`src/wake_detect_pkg.sv`:
```
// Package for the standby wake-source detector.
// Holds register offsets, field layout, reset values and mode codes.
// Assumes a byte-addressed register port with one aligned word per register.

package wake_detect_pkg;

    // ------------------------------------------------------------------
    // Register port geometry
    // ------------------------------------------------------------------
    localparam int          ADDR_W          = 8;
    localparam int          DATA_W          = 32;
    localparam int          NUM_CH          = 4;

    // ------------------------------------------------------------------
    // Register offsets (byte addresses)
    // ------------------------------------------------------------------
    localparam logic [7:0]  OFF_MODE_A      = 8'h00;   // wake_source_mode_a
    localparam logic [7:0]  OFF_PEND_CLR    = 8'h04;   // wake_pending_clear
    localparam logic [7:0]  OFF_PENDING     = 8'h08;   // Pending wake state
    localparam logic [7:0]  OFF_IRQ_STAT    = 8'h0C;   // Sticky event status
    localparam logic [7:0]  OFF_IRQ_MASK    = 8'h10;   // Event mask

    // ------------------------------------------------------------------
    // Field layout inside wake_source_mode_a, one byte lane per channel
    // ------------------------------------------------------------------
    localparam int          CH_STRIDE       = 8;       // Bits per channel lane.
    localparam int          MODE_LSB        = 4;       // Mode field bits 6-4.
    localparam int          MODE_W          = 3;
    localparam int          STAT_LSB        = 2;       // Edge status bits 3-2.
    localparam int          STAT_W          = 2;
    localparam int          EN_BIT          = 0;       // Wake enable bit 0.

    // ------------------------------------------------------------------
    // Detection-mode codes and reset values
    // ------------------------------------------------------------------
    localparam logic [2:0]  MODE_LOW        = 3'h0;
    localparam logic [2:0]  MODE_HIGH       = 3'h1;
    localparam logic [2:0]  MODE_FALL       = 3'h2;
    localparam logic [2:0]  MODE_RISE       = 3'h3;
    localparam logic [2:0]  MODE_BOTH       = 3'h4;
    localparam logic [2:0]  MODE_RESET      = 3'h2;    // Falling edge after reset.

    // Edge-status codes: bit 0 rising seen, bit 1 falling seen.
    localparam logic [1:0]  STAT_NONE       = 2'h0;
    localparam logic [1:0]  STAT_RISE       = 2'h1;
    localparam logic [1:0]  STAT_FALL       = 2'h2;
    localparam logic [1:0]  STAT_BOTH       = 2'h3;

    localparam logic [31:0] ZERO_WORD       = 32'h0000_0000;

    // ------------------------------------------------------------------
    // Per-channel configuration carried from the register file
    // ------------------------------------------------------------------
    typedef struct packed {
        logic [2:0] mode;      // Detection mode code.
        logic       enable;    // Wake enable.
    } ch_cfg_s;

endpackage

```
`src/wake_source_detect.sv`:
```
// Top of the standby wake-source detector for four external inputs.
// Assumes pins synchronous to sys_clk and a simple strobe register port.
//
// Chosen here: the register offsets and the plain strobed port.
`timescale 1ns/100ps

module wake_source_detect (
    // Clock and reset
    input  wire logic                   sys_clk,
    input  wire logic                   arst_n,
    // Register port
    input  wire logic [7:0]             regAddr,
    input  wire logic [31:0]            regWdata,
    input  wire logic                   regWr,
    input  wire logic                   regRd,
    output logic [31:0]                 regRdata,
    // External interrupt inputs
    input  wire logic                   ext_irq_in_0,
    input  wire logic                   ext_irq_in_1,
    input  wire logic                   ext_irq_in_2,
    input  wire logic                   ext_irq_in_3,
    // Wake and interrupt outputs
    output logic                        standbyClearReq,
    output logic                        irqOut
);

    // ------------------------------------------------------------------
    // Address decode helper
    // ------------------------------------------------------------------

    // Full-width compare; the low two bits must be zero for a hit, so
    // unaligned accesses fall into the unmapped space.
    function automatic logic addrIs(input logic [7:0] a,
                                    input logic [7:0] off);
        addrIs = (a == off);
    endfunction

    // ------------------------------------------------------------------
    // Declarations
    // ------------------------------------------------------------------

    // Gathered pins, one bit per channel.
    logic [3:0]                         pinVec;

    // Mode and enable fields per channel, as written by software.
    logic [2:0]                         chMode_reg   [4];
    logic [3:0]                         chEnable_reg;

    // Configuration packed for each channel instance.
    wake_detect_pkg::ch_cfg_s           chCfg        [4];

    // Channel results.
    logic [3:0]                         chHit;
    logic [3:0]                         chPending;
    logic [1:0]                         chEdge       [4];

    // One-cycle clear pulses toward the channels.
    logic [3:0]                         pendClear;

    // Interrupt status and mask.
    logic [3:0]                         irqStat_reg;
    logic [3:0]                         irqMask_reg;

    // Decoded accesses.
    logic                               wrMode;
    logic                               wrClear;
    logic                               wrMask;
    logic                               rdStat;

    // Read data and its next value.
    logic [31:0]                        rdData_reg;
    logic [31:0]                        rdData_next;

    // Assembled control word for read-back.
    logic [31:0]                        modeWord;

    // ------------------------------------------------------------------
    // Pin gathering
    // ------------------------------------------------------------------

    // The pins are taken as already synchronous to sys_clk; a board with
    // asynchronous sources must add synchronisers in front of this block.
    assign pinVec = {ext_irq_in_3, ext_irq_in_2, ext_irq_in_1, ext_irq_in_0};

    // ------------------------------------------------------------------
    // Write decode
    // ------------------------------------------------------------------

    // Each strobe is one cycle wide, so each decoded term is too.
    assign wrMode  = regWr & addrIs(regAddr, wake_detect_pkg::OFF_MODE_A);
    assign wrClear = regWr & addrIs(regAddr, wake_detect_pkg::OFF_PEND_CLR);
    assign wrMask  = regWr & addrIs(regAddr, wake_detect_pkg::OFF_IRQ_MASK);
    assign rdStat  = regRd & addrIs(regAddr, wake_detect_pkg::OFF_IRQ_STAT);

    // ------------------------------------------------------------------
    // Mode and enable fields
    // ------------------------------------------------------------------

    // One lane per channel. Mode and enable are stored from the write
    // data; status bits in the same lane are not stored at all.
    generate
        for (genvar ch = 0; ch < wake_detect_pkg::NUM_CH; ch++) begin : g_cfg

            // Bit offset of this channel's byte lane.
            localparam int Base = ch * wake_detect_pkg::CH_STRIDE;

            // Mode field: reset value is falling edge.
            always_ff @(posedge sys_clk or negedge arst_n) begin
                if (!arst_n) begin
                    chMode_reg[ch] <= wake_detect_pkg::MODE_RESET;
                end else if (wrMode) begin
                    // Stored as written; prohibited codes simply detect
                    // nothing downstream.
                    chMode_reg[ch] <= regWdata[Base + wake_detect_pkg::MODE_LSB +: 3];
                end
            end

            // Enable bit: reset value is disabled.
            // Both fields land in one write if software sends them so;
            // the hardware does not police the ordering, and a same-write
            // enable takes effect in the same cycle as the new mode.
            always_ff @(posedge sys_clk or negedge arst_n) begin
                if (!arst_n) begin
                    chEnable_reg[ch] <= 1'b0;
                end else if (wrMode) begin
                    chEnable_reg[ch] <= regWdata[Base + wake_detect_pkg::EN_BIT];
                end
            end

            // Pack the channel's configuration.
            assign chCfg[ch].mode   = chMode_reg[ch];
            assign chCfg[ch].enable = chEnable_reg[ch];

            // Clear pulse: one bit of wake_pending_clear per channel.
            assign pendClear[ch] = wrClear & regWdata[ch];

            // Per-channel detector with pending flag and edge status.
            wake_channel_detect u_ch (
                .sys_clk    (sys_clk),
                .arst_n     (arst_n),
                .pinIn      (pinVec[ch]),
                .cfg        (chCfg[ch]),
                .clearReq   (pendClear[ch]),
                .hit        (chHit[ch]),
                .pending    (chPending[ch]),
                .edgeStatus (chEdge[ch])
            );

        end
    endgenerate

    // ------------------------------------------------------------------
    // Control word assembly
    // ------------------------------------------------------------------

    // Rebuild wake_source_mode_a for reads. Status fields come from the
    // channels, never from write data. Unused bits read as zero.
    always_comb begin
        modeWord = wake_detect_pkg::ZERO_WORD;
        for (int ch = 0; ch < wake_detect_pkg::NUM_CH; ch++) begin
            modeWord[ch * wake_detect_pkg::CH_STRIDE + wake_detect_pkg::MODE_LSB +: 3]
                = chMode_reg[ch];
            modeWord[ch * wake_detect_pkg::CH_STRIDE + wake_detect_pkg::STAT_LSB +: 2]
                = chEdge[ch];
            modeWord[ch * wake_detect_pkg::CH_STRIDE + wake_detect_pkg::EN_BIT]
                = chEnable_reg[ch];
        end
    end

    // ------------------------------------------------------------------
    // Interrupt status and mask
    // ------------------------------------------------------------------

    // Sticky status: each channel hit sets its bit. A read of the status
    // register clears it, but a hit in that same cycle survives the read.
    always_ff @(posedge sys_clk or negedge arst_n) begin
        if (!arst_n) begin
            irqStat_reg <= 4'h0;
        end else begin
            irqStat_reg <= chHit | (irqStat_reg & {4{~rdStat}});
        end
    end

    // Mask: a one lets the matching status bit reach irqOut.
    always_ff @(posedge sys_clk or negedge arst_n) begin
        if (!arst_n) begin
            irqMask_reg <= 4'h0;
        end else if (wrMask) begin
            irqMask_reg <= regWdata[3:0];
        end
    end

    // Level interrupt: high while any unmasked status bit is set.
    assign irqOut = |(irqStat_reg & irqMask_reg);

    // ------------------------------------------------------------------
    // Standby clear request
    // ------------------------------------------------------------------

    // The wake request stands as long as any channel is pending, so the
    // standby logic cannot miss a short pulse; software ends it through
    // wake_pending_clear.
    assign standbyClearReq = |chPending;

    // ------------------------------------------------------------------
    // Read path
    // ------------------------------------------------------------------

    // Select read data; unmapped addresses answer zero.
    always_comb begin
        rdData_next = wake_detect_pkg::ZERO_WORD;
        if (regRd) begin
            case (regAddr)
                wake_detect_pkg::OFF_MODE_A: begin
                    rdData_next = modeWord;
                end
                wake_detect_pkg::OFF_PENDING: begin
                    rdData_next[3:0] = chPending;
                end
                wake_detect_pkg::OFF_IRQ_STAT: begin
                    rdData_next[3:0] = irqStat_reg;
                end
                wake_detect_pkg::OFF_IRQ_MASK: begin
                    rdData_next[3:0] = irqMask_reg;
                end
                // The clear register is write-only and reads zero.
                default: begin
                    rdData_next = wake_detect_pkg::ZERO_WORD;
                end
            endcase
        end
    end

    // Read data stands in the cycle after the strobe and only there;
    // otherwise the bus sees zero.
    always_ff @(posedge sys_clk or negedge arst_n) begin
        if (!arst_n) begin
            rdData_reg <= wake_detect_pkg::ZERO_WORD;
        end else begin
            rdData_reg <= rdData_next;
        end
    end

    assign regRdata = rdData_reg;

endmodule // wake_source_detect

```
`src/wake_channel_detect.sv`:
```
// One wake channel: level/edge detector, pending flag and edge status.
// Assumes the pin is already synchronous to sys_clk.
`timescale 1ns/100ps

module wake_channel_detect (
    // Clock and reset
    input  wire logic                     sys_clk,
    input  wire logic                     arst_n,
    // Pin and configuration
    input  wire logic                     pinIn,
    input  wake_detect_pkg::ch_cfg_s      cfg,
    input  wire logic                     clearReq,
    // Results
    output logic                          hit,
    output logic                          pending,
    output logic [1:0]                    edgeStatus
);

    // ------------------------------------------------------------------
    // Edge history
    // ------------------------------------------------------------------
    logic pinPrev_reg;    // Pin value one cycle ago.
    logic primed_reg;     // High once a valid previous sample exists.
    logic rise;
    logic fall;
    logic match;

    // Remember the last sample; edges before the first sample are ignored
    // so that a pin held high across reset does not fake a rising edge.
    always_ff @(posedge sys_clk or negedge arst_n) begin
        if (!arst_n) begin
            pinPrev_reg <= 1'b0;
            primed_reg  <= 1'b0;
        end else begin
            pinPrev_reg <= pinIn;
            primed_reg  <= 1'b1;
        end
    end

    assign rise = primed_reg & pinIn & ~pinPrev_reg;
    assign fall = primed_reg & ~pinIn & pinPrev_reg;

    // Select the condition named by the mode field.
    always_comb begin
        case (cfg.mode)
            wake_detect_pkg::MODE_LOW:  match = ~pinIn;
            wake_detect_pkg::MODE_HIGH: match = pinIn;
            wake_detect_pkg::MODE_FALL: match = fall;
            wake_detect_pkg::MODE_RISE: match = rise;
            wake_detect_pkg::MODE_BOTH: match = rise | fall;
            // Prohibited codes detect nothing.
            default:                    match = 1'b0;
        endcase
    end

    // A disabled channel never raises a wake request.
    assign hit = cfg.enable & match;

    // Pending flag: a new hit wins over a clear in the same cycle.
    always_ff @(posedge sys_clk or negedge arst_n) begin
        if (!arst_n) begin
            pending <= 1'b0;
        end else begin
            pending <= hit | (pending & ~clearReq);
        end
    end

    // Edge status records only in both-edges mode; cleared with pending.
    always_ff @(posedge sys_clk or negedge arst_n) begin
        if (!arst_n) begin
            edgeStatus <= wake_detect_pkg::STAT_NONE;
        end else begin
            edgeStatus <= (clearReq ? wake_detect_pkg::STAT_NONE : edgeStatus)
                        | ((hit && cfg.mode == wake_detect_pkg::MODE_BOTH)
                           ? {fall, rise} : wake_detect_pkg::STAT_NONE);
        end
    end

endmodule // wake_channel_detect

```
`config.mk`:
```
export PLATFORM = sky130hd
export DESIGN_NAME = wake_source_detect
export DESIGN_NICKNAME = d
export VERILOG_FILES = /design/src/wake_detect_pkg.sv /design/src/wake_source_detect.sv /design/src/wake_channel_detect.sv
export SDC_FILE = /design/constraint.sdc
export NUM_CORES = 1
export LEC_CHECK = 0
export BUFFER_PORTS_ARGS = -buffer_cell sky130_fd_sc_hd__clkbuf_2
export CAP_MARGIN = 10
export CORE_MARGIN = 3
export CORE_UTILIZATION = 55
export DETAILED_ROUTE_END_ITERATION = 8
export PLACE_DENSITY = 0.91
export SETUP_SLACK_MARGIN = 0.05
export SLEW_MARGIN = 20
export SYNTH_ARGS = -nofsm -noshare
export SYNTH_HDL_FRONTEND = slang
export SYNTH_SLANG_ARGS = --single-unit
```
`constraint.sdc`:
```
create_clock -name sys_clk -period 2.6 [get_ports sys_clk]
set_input_delay 0.13 -clock sys_clk [delete_from_list [all_inputs] [get_ports sys_clk]]
set_output_delay 0.13 -clock sys_clk [all_outputs]
set_load 0.005 [all_outputs]
```
==> summary.md <==
| Metric | Value |
|---|---|
| Status | `finished clean` |
| CP max FO | `3` |
| Worst path depth | `2` |
| Fill cells | `349` |
| PostCTS Resize Cnt | `0` |
| H-tree depth | `3` |
| CP Class | `flip-flop to primary output` |
| Clk_lat worst skew | `between 0.3 and 0.4 ns` |
| CTS tree | `built` |
| Total CTS buffers | `9` |
| Kind of launch point of the worst setup path | `flip-flop` |
| Clock sink count | `66` |
| Top delay family on crit path | `simple AND/OR/NAND/NOR gates` |
| Crit path max-delay cell type | `or4_1` |
| Crit path from | `g_cfg[3].u_ch.pending` |
| NumNets Final | `349` |
| Worst Skew | `0.006574 ns` |
| F_max | `644.0 MHz` |
| CP required | `2.47 ns` |
| Diodes inserted | `0` |
| Area of the multi-input gates | `~1200 um^2` |
| Slew margin rel. | `between 40% and 50%` |
| DPL Wire Length | `4087 um` |
| HP Class | `primary input to flip-flop` |
| Peak supply drop | `358.0 uV` |
| Synth top area cells | `dfrtp_1, mux2_2, and2_1, mux2_4, o2bb2ai_1` |
| Placer congestion estimate | `0.7913` |
| Post-route DRC | `0` |
| Fin worst setup slack | `between 1 and 1.5 ns` |
| Crit Reg-Reg Startpoint | `g_cfg[3].u_ch.primed_reg` |
| Initial antenna violation count | `0` |
| Synth Cell Area | `2914 um^2` |
| R2R Path End | `irqStat_reg[3]` |
| Layout cells sized above 1 | `35.62%` |
| Largest net degree at the start of global routing | `67` |
| Final setup viols | `0` |
| Cell taking the most area after synthesis | `dfrtp_1` |
| Post-CTS Hold Fix Bufs | `5` |
| Root buffer selected by CTS | `clkbuf_8` |
| Slew Viols, Final | `0` |
| Via-per-instance ratio | `5.475` |
| First-pass GRT wire length | `9915 um` |
| Leak | `1.674 nW` |
| Worst-Margin Slew | `0.7973 ns` |
| Clock transition at path regs | `0.07 ns` |
| Sequential cell area | `1657 um^2` |
| Core region area | `between 4000 and 5000 um^2` |
| Period minus WS final | `1.553 ns` |
| CP Cell Sequence | `or4_1 > clkbuf_2` |
| Yosys reg bits | `66` |
| Die Y | `78.79 um` |
| Wire length per cell | `15.70 um` |
| Vias | `2,042` |
| Register area share after synthesis | `between 50% and 60%` |
| Cell Rows | `25` |
| Syn avg cell area | `about 13 um^2` |
| Yosys warns | `0` |
| Critical Path Sink | `standbyClearReq` |
| Tcrit/Tclk final | `59.72%` |
| I/O pins | `82` |
| Critical Path Max Stage Delay | `0.54 ns` |
| Grt total ovfl | `0` |
| Post-route ant nets | `0` |
| RSZ-0062 raised after global routing | `no` |
| Buffers added on ports | `61` |
| Max-cap violations | `0` |
| Post-synthesis cell count | `230` |
| Reg2reg setup slack | `1.10 ns` |
| Netlist cell types | `40` |
| Initial Util | `59.34%` |
| Initial DRC Count | `128` |
| Worst setup EP type | `primary output` |
| Die W | `78.79 um` |
| Max reg flops | `25` |
| Setup bufs post-CTS | `0` |
| Vias in the first global route | `a little over 2,000` |
| CTS Buffer Depth | `2` |
| Endpoints failing hold | `0` |
| Pre-CTS setup slack | `approximately 0.82 ns` |
| Detailed Routing Iterations Pass 1 | `4` |
| Synth top area share | `53.24%` |
| WL final | `approximately 5900 um` |
| Total GRT Usage | `between 20% and 30%` |
| Bufs and invs on worst path | `1` |
| Crit path DAT | `1.42 ns` |
| PwrDens | `633.2 nW/um^2` |
| R2r worst-path depth | `4` |
| Die area | `6208 um^2` |
| Total Negative Setup Slacks | `0 ns` |
| Syn-to-layout area delta | `19.32%` |
power breakdown:
group          internal [W]  switching, W
registers           0.00109     0.0000612
clock network      0.000467      0.000368
logic              0.000119     0.0000956
area by class of cell:
cell class	instances	area share, %
Multi-Input combinational cell	154	33.65
Tap cell	67	2.411
Clock buffer	13	4.282
Timing Repair Buffer	68	10.65
Sequential cell	66	47.64
Inverter	2	0.2159
Clock inverter	3	1.151
worst reg2reg max path, delay by kind of cell, from the launching register on:
family                 cells  cell delay, ns
and+or+nand+nor            1            0.43
buffers and inverters      1            0.18
DFF                        1            0.53
AOI/OAI and AO/OA          2            0.30
per-layer routing:
| metal | share of wire [%] | global-route usage (%) |
|---|---|---|
| met1 | 42 | 26.80 |
| met2 | 50 | 34.21 |
| met3 | 6.9 | 7.029 |
| met4 | 1.8 | 7.343 |
| met5 | 0 | 0 |
cell usage after synthesis (all sizes together):
cell and n:
o2bb2ai 14, nand2b 11, o21ai 5, and3 1, nor2b 1, a21o 2
o31a 3, nand3b 1, xor2 1, nor4b 1, nor4bb 3, nand3 1
nor4 1, and2 25, buf 9, dfstp 4, o211ai 1, xnor2 3
nand4 3, dfrtp 62, a32oi 1, nor3b 2, conb 2, mux2 26
o22a 3, nand4b 1, inv 2, nand4bb 1, a22oi 8, nand2 10
or2 1, nor2 12, a32o 1, and4b 2, or4 1, clkbuf 5
cell usage in the layout, fill, tap and decap left out, types with 2 or more instances in the layout:
cell and n:
nand2_1 10, clkbuf_1 3, mux2_4 9, inv_1 2, dfstp_2 4, clkbuf_2 61
conb_1 8, mux2_2 17, a21o_1 2, nor2_1 12, dlygate4sd3_1 5, o21ai_0 5
o2bb2ai_1 14, o31a_1 3, xnor2_1 3, and2_1 25, nor4bb_1 3, o22a_1 3
buf_4 2, nand4_1 3, dfrtp_1 62, nand2b_1 11, and4b_1 2, a22oi_1 8
clkbuf_8 10, clkinv_2 2
cell families (layout without fill, tap and decap cells):
kind of cell / count (synthesis) / after routing / share of synthesized area [%]
flip-flops: 66 / 66 / 56.85
buffers and inverters: 16 / 86 / 3.779
XOR/XNOR: 4 / 4 / 1.202
other: 2 / 8 / 0.2577
AND/OR/NAND/NOR: 78 / 78 / 16.36
AO/OA/AOI/OAI: 38 / 38 / 10.35
multiplexers: 26 / 26 / 11.21
worst min path at each step:
stage / startpoint / to / slack [ns] / cells after the start
floorplan: arst_n / chCfg[0] / -0.17 / 0
global placement: ext_irq_in_2 / g_cfg[2].u_ch.pinPrev_reg / 0.30 / 1
detailed placement: ext_irq_in_2 / g_cfg[2].u_ch.pinPrev_reg / 0.31 / 1
CTS: regWdata[6] / chCfg[15] / 0.009 / 2
global route: regWdata[6] / chCfg[15] / 0.001 / 2
finish: regWdata[4] / chCfg[13] / 0.01 / 2
through the flow:
| stage | hold slack, ns | power [W] | std cells | area (um^2) | util, % |
|---|---|---|---|---|---|
| floorplan | -0.1656 | 0.001287 | 236 | 2937 | - |
| global placement | 0.3014 | 0.001361 | 352 | 3238 | 65.94 |
| detailed placement | 0.3060 | 0.001376 | 352 | 3238 | 65.94 |
| CTS | 0.008534 | 0.002210 | 373 | 3477 | 70.80 |
| global route | 0.001405 | 0.002294 | 373 | 3477 | 70.80 |
| finish | 0.01233 | 0.002202 | 373 | 3477 | 70.80 |
(Power assumes the default switching activity.)
